==> src/pkg/tts_pkg.sv <==
// Purpose: Shared constants and types for the trace trigger sequencer
// Assumes: One captured bus state per ref_clk cycle when state_valid is high
// Notes:   Qualifiers are chosen per use from a small set of sources

package tts_pkg;

  localparam int STATE_W      = 80;
  localparam int COUNT_W      = 32;
  localparam int TERM_MAX     = 4;
  localparam int OCC_W        = 16;
  localparam int DEPTH_COUNT  = 512;
  localparam int DEPTH_NOCNT  = 1024;
  localparam int PRESTORE_MAX = 2;
  localparam int ADDR_W       = 10;

  // Qualifier selection; a pattern match result comes in from outside
  typedef enum logic [1:0] {
    TTS_Q_NEVER = 2'h0,
    TTS_Q_ANY   = 2'h1,
    TTS_Q_PAT   = 2'h2,
    TTS_Q_NPAT  = 2'h3
  } tts_qual_t;

  // Count qualifier mode
  typedef enum logic [1:0] {
    TTS_CNT_TIME  = 2'h0,
    TTS_CNT_STATE = 2'h1,
    TTS_CNT_NONE  = 2'h2
  } tts_cnt_mode_t;

  localparam logic [1:0]  RST_TERMS     = 2'h0;
  localparam logic [15:0] RST_OCC       = 16'h0001;
  localparam logic [COUNT_W-1:0] PRESTORE_TAG = 32'hffff_ffff;

  // One entry as written to trace memory
  typedef struct packed {
    logic [STATE_W-1:0] state;
    logic               prestore;
    logic               branch;
    logic [COUNT_W-1:0] tag;
  } tts_entry_t;

  localparam int ENTRY_W = STATE_W + 2 + COUNT_W;

endpackage

==> src/verilog/tts_sequencer.sv <==
// Purpose: Trace qualification, prestore, counting and trigger sequencer
// Assumes: Pattern matches for each qualifier are computed outside
// Notes:   Entries leave through a two-entry buffer; no depth wrap
//
// How it works
// - Up to two latest prestore states precede each stored state.
// - Prestore stays off until a prestore qualifier other than never is set.
// - A state meeting both prestore and store goes out as normal.
// - Prestore entries carry a marker in the count tag field.
// - Time tag counts from the previous normal stored entry only.
// - Count mode none leaves prestore working, tag marker hidden.
// - Defaults to time counting; depth 512 while counting.
// - State count increments on every captured matching state.
// - Counting off extends depth to 1024 entries.
// - Each term checks primary with occurrence count and secondary together.
// - Primary reaching its occurrence count advances to the next term.
// - Secondary before count done returns to term one, count restarted.
// - One global restart condition shared by all terms, target term one.
// - Primary branch out of the last term asserts the trigger.
// - Reset default: one term any, store all, restart never.
// - Any matches every state; default fires on first captured state.
// - Storage qualifier global; branch states are stored while memory has room for them and their prestores.
// - Restart configured never causes no secondary branch.
// - After trigger keep storing until memory full, then stop.
// - Sequencer reset restores default terms, occurrence, restart and store; prestore and count mode keep their values.
// - Occurrence count programmable from 1 to 65535.
// - At most four sequence terms.
// - The trigger state is stored while memory has room for it and its prestores.

`timescale 1ns/1ps

module tts_sequencer #(
  parameter int STATE_W  = tts_pkg::STATE_W,
  parameter int TERM_MAX = tts_pkg::TERM_MAX
) (
  input  wire logic                          ref_clk,
  input  wire logic                          sys_rst,
  input  wire logic                          seq_reset,
  input  wire logic                          trace_start,
  input  wire logic                          state_valid,
  input  wire logic [STATE_W-1:0]            state_data,
  input  wire logic [TERM_MAX-1:0]           prim_pat_hit,
  input  wire logic                          restart_pat_hit,
  input  wire logic                          store_pat_hit,
  input  wire logic                          pre_pat_hit,
  input  wire logic                          cnt_pat_hit,
  input  wire logic                          cfg_load,
  input  wire logic [1:0]                    cfg_last_term,
  input  wire logic [2*TERM_MAX-1:0]         cfg_prim_qual,
  input  wire logic [16*TERM_MAX-1:0]        cfg_prim_occ,
  input  wire logic [1:0]                    cfg_restart_qual,
  input  wire logic [1:0]                    cfg_store_qual,
  input  wire logic [1:0]                    cfg_pre_qual,
  input  wire logic [1:0]                    cfg_cnt_mode,
  input  wire logic                          entry_ready,
  output logic                               entry_valid,
  output tts_pkg::tts_entry_t                entry_data,
  output logic                               trigger,
  output logic                               triggered,
  output logic                               running,
  output logic                               trace_done,
  output logic [1:0]                         term_active,
  output logic [tts_pkg::ADDR_W:0]           stored_count
);

  // Configuration registers
  logic [1:0]               last_reg;
  logic [2*TERM_MAX-1:0]    pq_reg;
  logic [16*TERM_MAX-1:0]   occ_reg;
  logic [1:0]               rq_reg;
  logic [1:0]               sq_reg;
  logic [1:0]               preq_reg;
  logic [1:0]               cm_reg;

  // Run state
  logic [1:0]               term_reg;
  logic [15:0]              occ_cnt_reg;
  logic                     run_reg;
  logic                     trig_reg;
  logic                     trig_p_reg;
  logic                     done_reg;
  logic [31:0]              tag_reg;
  logic [tts_pkg::ADDR_W:0] nstore_reg;

  // Prestore holding slots, [0] is the older one
  logic [STATE_W-1:0]       pre_st_reg [2];
  logic [1:0]               pre_v_reg;

  // Two-entry output buffer
  tts_pkg::tts_entry_t      buf_reg [2];
  logic [1:0]               buf_cnt_reg;

  // Pending emission queue: up to two prestores plus the stored state
  tts_pkg::tts_entry_t      q_reg [3];
  logic [1:0]               q_cnt_reg;

  function automatic logic qual(input logic [1:0] q, input logic hit);
    case (q)
      tts_pkg::TTS_Q_NEVER: qual = 1'b0;
      tts_pkg::TTS_Q_ANY:   qual = 1'b1;
      tts_pkg::TTS_Q_PAT:   qual = hit;
      tts_pkg::TTS_Q_NPAT:  qual = ~hit;
      default:              qual = 1'b0;
    endcase
  endfunction

  wire [1:0]  cur_pq    = pq_reg[2*term_reg +: 2];
  wire [15:0] cur_occ   = occ_reg[16*term_reg +: 16];
  wire        cap       = state_valid & run_reg & (q_cnt_reg == 2'h0);
  wire        prim_m    = qual(cur_pq, prim_pat_hit[term_reg]);
  wire        rst_m     = qual(rq_reg, restart_pat_hit);
  wire        store_m   = qual(sq_reg, store_pat_hit);
  wire        pre_on    = preq_reg != tts_pkg::TTS_Q_NEVER;
  wire        pre_m     = pre_on & qual(preq_reg, pre_pat_hit);
  wire        cnt_m     = qual(2'h2, cnt_pat_hit);
  wire        occ_done  = prim_m & (occ_cnt_reg + 16'h0001 >= cur_occ);
  wire        adv       = cap & ~trig_reg & occ_done;
  wire        restart   = cap & ~trig_reg & ~occ_done & rst_m;
  wire        fire      = adv & (term_reg == last_reg);
  wire        branch    = adv | restart;
  wire        do_store  = cap & (store_m | branch);
  wire        do_pre    = cap & pre_m & ~do_store;
  wire [10:0] depth     = (cm_reg == tts_pkg::TTS_CNT_NONE) ?
                          11'(tts_pkg::DEPTH_NOCNT) :
                          11'(tts_pkg::DEPTH_COUNT);
  wire [1:0]  n_pre     = {1'b0, pre_v_reg[0]} + {1'b0, pre_v_reg[1]};
  wire [10:0] need      = nstore_reg + 11'(n_pre) + 11'h001;
  wire        room      = need <= depth;
  wire        full      = nstore_reg >= depth;
  wire        buf_push  = (q_cnt_reg != 2'h0) & (buf_cnt_reg != 2'h2);
  wire        buf_pop   = (buf_cnt_reg != 2'h0) & entry_ready;
  wire [31:0] tag_inc   = tag_reg + 32'h0000_0001;
  wire        cnt_state = cm_reg == tts_pkg::TTS_CNT_STATE;

  function automatic tts_pkg::tts_entry_t mk(input logic [STATE_W-1:0] s,
                                             input logic p,
                                             input logic b,
                                             input logic [31:0] t);
    mk.state    = s;
    mk.prestore = p;
    mk.branch   = b;
    mk.tag      = t;
  endfunction

  always_ff @(posedge ref_clk or posedge sys_rst) begin
    if (sys_rst) begin
      last_reg <= tts_pkg::RST_TERMS;
      pq_reg   <= {TERM_MAX{2'h1}};
      occ_reg  <= {TERM_MAX{tts_pkg::RST_OCC}};
      rq_reg   <= 2'h0;
      sq_reg   <= 2'h1;
      preq_reg <= 2'h0;
      cm_reg   <= 2'h0;
    end else if (seq_reset) begin
      last_reg <= tts_pkg::RST_TERMS;
      pq_reg   <= {TERM_MAX{2'h1}};
      occ_reg  <= {TERM_MAX{tts_pkg::RST_OCC}};
      rq_reg   <= 2'h0;
      sq_reg   <= 2'h1;
    end else if (cfg_load & ~run_reg) begin
      last_reg <= cfg_last_term;
      pq_reg   <= cfg_prim_qual;
      occ_reg  <= cfg_prim_occ;
      rq_reg   <= cfg_restart_qual;
      sq_reg   <= cfg_store_qual;
      preq_reg <= cfg_pre_qual;
      cm_reg   <= cfg_cnt_mode;
    end
  end

  always_ff @(posedge ref_clk or posedge sys_rst) begin
    if (sys_rst) begin
      term_reg    <= 2'h0;
      occ_cnt_reg <= 16'h0000;
      run_reg     <= 1'b0;
      trig_reg    <= 1'b0;
      trig_p_reg  <= 1'b0;
      done_reg    <= 1'b0;
      nstore_reg  <= '0;
    end else begin
      trig_p_reg <= fire;
      if (trace_start) begin
        term_reg    <= 2'h0;
        occ_cnt_reg <= 16'h0000;
        run_reg     <= 1'b1;
        trig_reg    <= 1'b0;
        done_reg    <= 1'b0;
        nstore_reg  <= '0;
      end else begin
        if (adv) begin
          occ_cnt_reg <= 16'h0000;
          if (!fire)
            term_reg <= term_reg + 2'h1;
        end else if (restart) begin
          term_reg    <= 2'h0;
          occ_cnt_reg <= 16'h0000;
        end else if (cap & prim_m & ~trig_reg) begin
          occ_cnt_reg <= occ_cnt_reg + 16'h0001;
        end
        if (fire)
          trig_reg <= 1'b1;
        if (do_store & room)
          nstore_reg <= need;
        // Stop only once triggered; before the trigger a full memory takes no more entries
        if (run_reg & trig_reg & full) begin
          run_reg  <= 1'b0;
          done_reg <= 1'b1;
        end
      end
    end
  end

  // Count tag and prestore capture
  always_ff @(posedge ref_clk or posedge sys_rst) begin
    if (sys_rst) begin
      tag_reg       <= 32'h0000_0000;
      pre_v_reg     <= 2'h0;
      pre_st_reg[0] <= '0;
      pre_st_reg[1] <= '0;
    end else if (trace_start) begin
      tag_reg   <= 32'h0000_0000;
      pre_v_reg <= 2'h0;
    end else begin
      if (do_store)
        // Time restarts at one so the tag is the full cycle distance
        tag_reg <= {31'h0, cm_reg == tts_pkg::TTS_CNT_TIME};
      else if (cm_reg == tts_pkg::TTS_CNT_TIME)
        tag_reg <= tag_inc;
      else if (cnt_state & cap & cnt_m)
        tag_reg <= tag_inc;
      if (do_store) begin
        pre_v_reg <= 2'h0;
      end else if (do_pre) begin
        pre_st_reg[0] <= pre_st_reg[1];
        pre_st_reg[1] <= state_data;
        pre_v_reg     <= {1'b1, pre_v_reg[1]};
      end
    end
  end

  wire [31:0] pre_tag = (cm_reg == tts_pkg::TTS_CNT_NONE) ?
                        32'h0000_0000 : tts_pkg::PRESTORE_TAG;
  wire [31:0] st_tag  = (cm_reg == tts_pkg::TTS_CNT_NONE) ? 32'h0000_0000 :
                        (cnt_state & cnt_m) ? tag_inc : tag_reg;

  // Queue holds one stored state with its prestores, drained in order
  always_ff @(posedge ref_clk or posedge sys_rst) begin
    if (sys_rst) begin
      q_cnt_reg <= 2'h0;
      q_reg[0]  <= '0;
      q_reg[1]  <= '0;
      q_reg[2]  <= '0;
    end else if (do_store & room) begin
      q_reg[0] <= pre_v_reg[0] ? mk(pre_st_reg[0], 1'b1, 1'b0, pre_tag) :
                  pre_v_reg[1] ? mk(pre_st_reg[1], 1'b1, 1'b0, pre_tag) :
                  mk(state_data, 1'b0, branch, st_tag);
      q_reg[1] <= (pre_v_reg == 2'h3) ? mk(pre_st_reg[1], 1'b1, 1'b0, pre_tag)
                  : mk(state_data, 1'b0, branch, st_tag);
      q_reg[2] <= mk(state_data, 1'b0, branch, st_tag);
      q_cnt_reg <= 2'(n_pre) + 2'h1;
    end else if (buf_push) begin
      q_reg[0]  <= q_reg[1];
      q_reg[1]  <= q_reg[2];
      q_cnt_reg <= q_cnt_reg - 2'h1;
    end
  end

  // Capture stalls while the queue drains, so no word is dropped
  always_ff @(posedge ref_clk or posedge sys_rst) begin
    if (sys_rst) begin
      buf_cnt_reg <= 2'h0;
      buf_reg[0]  <= '0;
      buf_reg[1]  <= '0;
    end else begin
      case ({buf_push, buf_pop})
        2'b10: begin
          buf_reg[buf_cnt_reg[0]] <= q_reg[0];
          buf_cnt_reg <= buf_cnt_reg + 2'h1;
        end
        2'b01: begin
          buf_reg[0]  <= buf_reg[1];
          buf_cnt_reg <= buf_cnt_reg - 2'h1;
        end
        2'b11: begin
          if (buf_cnt_reg == 2'h1)
            buf_reg[0] <= q_reg[0];
          else begin
            buf_reg[0] <= buf_reg[1];
            buf_reg[1] <= q_reg[0];
          end
        end
        default: begin
        end
      endcase
    end
  end

  assign entry_valid  = buf_cnt_reg != 2'h0;
  assign entry_data   = buf_reg[0];
  assign trigger      = trig_p_reg;
  assign triggered    = trig_reg;
  assign running      = run_reg;
  assign trace_done   = done_reg;
  assign term_active  = term_reg;
  assign stored_count = nstore_reg;

endmodule

==> config.mk <==
export PLATFORM = sky130hd
export DESIGN_NAME = tts_sequencer
export DESIGN_NICKNAME = d
export VERILOG_FILES = /design/src/pkg/tts_pkg.sv /design/src/verilog/tts_sequencer.sv
export SDC_FILE = /design/constraint.sdc
export NUM_CORES = 2
export LEC_CHECK = 0
export BUFFER_PORTS_ARGS = -buffer_cell sky130_fd_sc_hd__buf_2
export CAP_MARGIN = 10
export CELL_PAD_IN_SITES_DETAIL_PLACEMENT = 1
export CELL_PAD_IN_SITES_GLOBAL_PLACEMENT = 1
export CORE_MARGIN = 4
export CORE_UTILIZATION = 53
export CTS_CLUSTER_DIAMETER = 40
export DETAILED_ROUTE_END_ITERATION = 8
export GPL_TIMING_DRIVEN = 0
export PLACE_DENSITY_LB_ADDON = 0.05
export SKIP_LAST_GASP = 1
export SLEW_MARGIN = 5
export SYNTH_ARGS = -nofsm -noshare
export SYNTH_HDL_FRONTEND = slang
export SYNTH_SLANG_ARGS = --single-unit
export TNS_END_PERCENT = 5
==> constraint.sdc <==
create_clock -name ref_clk -period 70.7 [get_ports ref_clk]
set_input_delay 7.07 -clock ref_clk [delete_from_list [all_inputs] [get_ports ref_clk]]
set_output_delay 7.07 -clock ref_clk [all_outputs]
set_load 0.05 [all_outputs]
**After elaboration in Yosys (flattened, before gate mapping)**

Index checks and enable logic that the tools add are counted.
W data, S select, Z words.

- Register bits after elaboration: 882
- Input bits: 177

- $add $sub $neg: 10
- Magnitude comparators: 6
- Equal/unequal tests: 23
- Shift operators: 2
- Multiplexer cells: 58
- Bitwise logic cells: 36
- Reduce and logical (&&, ||, !) cells: 26

Operators with widths:

| kind | count |
|---|---|
| $mux W114 | 6 |
| $mux W228 | 2 |
| $pmux W114 S3 | 1 |
| $bwmux W228 | 1 |
| $pmux W114 S2 | 1 |
| $mux W32 | 7 |
| $mux W64 | 2 |
| $demux W114 S1 | 1 |
| $mux W16 | 4 |
| $shiftx A64 B7 Y16 | 1 |
| $mux W11 | 3 |
| $add A32 B1 Y32 const B | 1 |
| $mux W2 | 15 |
| $eq A2 B2 Y1 const B | 12 |
| $and A1 B1 Y1 | 23 |
| $reduce_bool A2 Y1 | 10 |
| $add A16 B1 Y16 const B | 1 |
| $ge A16 B16 Y1 | 1 |
| $mux W8 | 2 |
| $pmux W1 S4 | 4 |
| $eq A2 B1 Y1 const B | 7 |
| $logic_not A2 Y1 | 6 |
| $add A11 B1 Y11 const B | 1 |
| $add A11 B2 Y11 | 1 |
| 23 further kinds | 48 |

**Logic depth before layout (Yosys ltp)**

- Depth in word-level cells: 16
- Depth in mapped cells: 20
- Depth with buffers taken out: 16

**Least setup slack after synthesis**

No wires, ideal clock.

- Path kind: input -> register
- Start point: input prim_pat_hit[3]
- End point: register pre_st_reg[0] in the netlist's numbering
- Data arrival time: 9.156 ns
- Path slack: 61.419 ns
- Cell stages on the path: 10
- Path buffers: 3
- Cell sequence: nand2_1 mux4_2 xnor2_2 o211ai_4 nand2_2 or4_1 buf_2 buf_8 buf_6 mux2_4

- Cells in the longest elaborated chain, start to end: 14

Ends and longest elaborated chain:

| what | RTL line | source |
|---|---|---|
| start, declared | tts_sequencer.sv:42 | `input wire logic [TERM_MAX-1:0] prim_pat_hit,` |
| $bmux W1 S2 * | tts_sequencer.sv:110 | `wire prim_m = qual(cur_pq, prim_pat_hit[term_reg]);` |
| $mux W1 (not written as such) * | tts_sequencer.sv:110 |  |
| $not A1 Y1 | tts_sequencer.sv:102 | `tts_pkg::TTS_Q_NPAT: qual = ~hit;` |
| $pmux W1 S4 * | tts_sequencer.sv:98 | `case (q)` |
| $and A1 B1 Y1 * | tts_sequencer.sv:116 | `wire occ_done = prim_m & (occ_cnt_reg + 16'h0001 >= cur_occ);` |
| $not A1 Y1 | tts_sequencer.sv:118 | `wire restart = cap & ~trig_reg & ~occ_done & rst_m;` |
| $and A1 B1 Y1 (2 in a row) | tts_sequencer.sv:118 |  |
| $or A1 B1 Y1 * | tts_sequencer.sv:120 | `wire branch = adv \| restart;` |
| $or A1 B1 Y1 * | tts_sequencer.sv:121 | `wire do_store = cap & (store_m \| branch);` |
| $and A1 B1 Y1 * | tts_sequencer.sv:121 |  |
| $not A1 Y1 (no line) * | - |  |
| $and A1 B1 Y1 | tts_sequencer.sv:122 | `wire do_pre = cap & pre_m & ~do_store;` |
| $reduce_and A3 Y1 (no line) * | - |  |
| end, declared | tts_sequencer.sv:86 | `logic [STATE_W-1:0] pre_st_reg [2];` |

Every way passes the cells marked *; elsewhere a longest branch is shown, timed or not. The select of a mux whose other input is x is not followed.
A chain may end at the register's enable or synchronous reset.

**Final worst setup path**

- Start point: register buf_cnt_reg[0]
- End point: output entry_valid

- Cells in the longest elaborated chain, start to end: 1

Ends and longest elaborated chain:

| what | RTL line | source |
|---|---|---|
| start, declared | tts_sequencer.sv:91 | `logic [1:0] buf_cnt_reg;` |
| start signal, assigned | tts_sequencer.sv:278 | `buf_cnt_reg <= buf_cnt_reg + 2'h1;` |
| start signal, assigned | tts_sequencer.sv:282 | `buf_cnt_reg <= buf_cnt_reg - 2'h1;` |
| $reduce_bool A2 Y1 | tts_sequencer.sv:298 | `assign entry_valid = buf_cnt_reg != 2'h0;` |
| end, declared | tts_sequencer.sv:56 | `output logic entry_valid,` |

Every way passes these cells.

==> flow_summary.ini <==
[clocking]
numCtsBuffers = 141
max-clock-path-buffers = 3
post_cts_buffers = 0
clock_latency_ns = 0.73
cts_resized = 0
htree_levels = 4
cts.sinks = 882
root_buffer = clkbuf_16
ctsHoldBuffers = 0
cts.reportedPaths.clkPinSlew_ns = 0.05
cts_tree = yes

[timing]
rsz0062_at_grt = false
slew_headroom = 0.05012
hold_viol = 0
tightest_slew_ns = 1.425
fin_crit_ns = 10.92
finalSetupTns_ns = 0
min_period_over_period = 0.1545
slew_violations = 0
final-setup-viol-count = 0
max_freq_ghz = 0.09158
skew_ns = 0.02666

[global_routing]
grt_pass1_vias = 37510
grt_use_met2 = 0.5591
grt_pass1_wl_um = 225500
grt_max_degree = 121
grt-ovfl-total = 0
met1_usage = 0.4447
grt_use_total = 0.3363
met3_usage = 0.05691
grt.busiest_layer = met2
antenna_found_initial = 21

[synthesis]
syn_nets = 4119
yosysUniqueCellTypes = 75
ys_warn_count = 0
synthArstFlopShare = 1.000
synth_ff_type = dfrtp_1
synth_edf_count = 0
synth_cells = 3907
ys_seq_area_frac = 0.5088
netlist_area_sq_mm = 0.04340
avgSynthCellArea_sq_um = 11.11
synth_seq_cells = 882

[routing]
drt-pass1-iter-count = 5
wl_per_cell_um = 26.27
wl_um = 145900
drt_iter0_drc = 2294
antenna_left = 0
drc = 0
avgViaCountPerCell = 6.095
vias = 33840

[worst_setup_path]
crit_arrival_ns = 3.85
worstPathRequired_ns = 63.63
cp-start-kind = register
critPathKind = register to output pin
cp_max_fo = 10
endpoint_kind = output pin

[finish]
areaGrowthSynthToFinish_pct = 18.92
stdcell_count = 5552
final_common_cell = dfrtp_1
drive_above_1_share = 0.2348
layout.nets = 4578
largest_register_ffs = 341
final_cell_mix = dfrtp_1 (873), mux2i_1 (562), nand2_1 (460), buf_2 (351), a21oi_1 (249)

[pwr]
leakagePower_uw = 0.02547
p_per_area_mw_per_mm2 = 43.61
p_total_uw = 2251
irDropWorstVdd_mv = 0.03765

[floorplanning]
fp.dieArea_sq_mm = 0.08653
ioPinCount = 309
row_count = 104
start_util = 0.5371
die_w_um = 294.2
coreArea_sq_mm = 0.08081
die_h_um = 294.2

[placement]
dp.cells = 5282
gp_congestion = 0.8668
place_hpwl_um = 95320
port_buffers = 307

[worst_hold_path]
hp-class = register to register

[job]
drv_cap = 0

[status]
outcome = finished, final reports clean
-- critical path, stage by stage (launching register included) --
cell and delay, ns:
dfrtp_1 0.35, clkbuf_1 0.67, clkbuf_1 0.69, clkbuf_1 0.51
inv_1 0.16, ha_1 0.24, inv_1 0.19, buf_2 0.31
-- logic make-up (layout without fill, tap and decap cells) --
| group | after synthesis | after routing | synth area share |
|---|---|---|---|
| AOI/OAI and AO/OA | 706 | 706 | 0.1052 |
| and+or+nand+nor | 908 | 908 | 0.09200 |
| other | 0 | 12 | 0 |
| xor gates and xnor gates | 57 | 57 | 0.01168 |
| buffers and inverters | 465 | 1038 | 0.05334 |
| adders and majority gates | 35 | 35 | 0.01026 |
| DFF | 882 | 882 | 0.5088 |
| muxes | 854 | 854 | 0.2187 |
-- layout make-up --
cell class              count  area [sq um]
multi-input cells        2560         19010
inverters                  46         180.2
clock buffers             178          3934
repair buffers            316          1752
well taps                1060          1326
plain buffers             419          2142
clock inverters            79          1155
fillers                  8420         29200
flip-flops and latches    882         22080
diodes                     12         30.03
-- power by group --
part	internal, uW	leakage (uW)	total [uW]	switching [uW]
Sequential	640	0.0115	744	105
Combinational	265	0.0115	762	497
Clock	481	0.00246	745	264
Total	1390	0.0255	2250	866
-- stage by stage --
step / utilization / setup WS (ns) / instance area [sq um] / hold slack (ns)
3_3_place_gp: 0.5725 / 28.14 / 46260 / 0.4492
2_1_floorplan: - / 38.85 / 43400 / 0.4391
6_report: 0.6387 / 59.78 / 51610 / 0.4680
3_5_place_dp: 0.5752 / 59.90 / 46480 / 0.4571
5_1_grt: 0.6386 / 59.72 / 51610 / 0.5028
4_1_cts: 0.6382 / 59.87 / 51570 / 0.4691
-- worst paths after layout --
check	from	to	slack, ns	cells after the start
worst max-delay path	buf_cnt_reg[0]$_DFFE_PP0P_	entry_valid	59.78	7
worst min-delay path	buf_reg[58]$_DFFE_PP0P_	buf_reg[58]$_DFFE_PP0P_	0.47	2
worst max register to register	buf_cnt_reg[0]$_DFFE_PP0P_	entry_data[65]$_DFFE_PP0P_	63.88	16
worst min register to register	buf_reg[58]$_DFFE_PP0P_	buf_reg[58]$_DFFE_PP0P_	0.47	2
max in group asynchronous	sys_rst	pre_st_reg[124]$_DFFE_PP0P_	62.17	5
min in group asynchronous	sys_rst	tag_reg[17]$_DFFE_PP0P_	6.47	2
-- cell usage after synthesis (all sizes together), types with 3 or more instances --
master	count	share of area
or4	20	0.0035
nor2b	6	0.00086
o31ai	58	0.010
a211oi	3	0.00052
a21oi	249	0.029
a21o	7	0.0012
and2	4	0.00058
clkbuf	228	0.020
dfrtp	873	0.50
and3	30	0.0043
mux4	18	0.0093
nand3	144	0.017
or3	3	0.00043
a311oi	11	0.0022
a22oi	77	0.013
ha	34	0.0098
nor2	171	0.015
nor4b	3	0.00095
mux2i	562	0.13
a31oi	17	0.0025
nand2b	6	0.00086
xnor2	32	0.0066
o22ai	24	0.0035
or2	4	0.00058
a22o	81	0.016
a221o	8	0.0018
o221a	10	0.0026
xor2	25	0.0050
dfstp	9	0.0054
inv	45	0.0039
nor4	15	0.0025
o21ai	123	0.014
nand4	16	0.0023
buf	191	0.030
mux2	274	0.080
o21a	3	0.00052
nand2	461	0.040
o22a	18	0.0036
and4	5	0.0010
nor3	14	0.0016
-- layer usage --
| layer | wire, um | part of all wire |
|---|---|---|
| met1 | 62010 | 0.43 |
| met2 | 70620 | 0.48 |
| met3 | 7999 | 0.055 |
| met4 | 5179 | 0.036 |
| met5 | 69 | 0.00047 |
(Power assumes the default switching activity.)
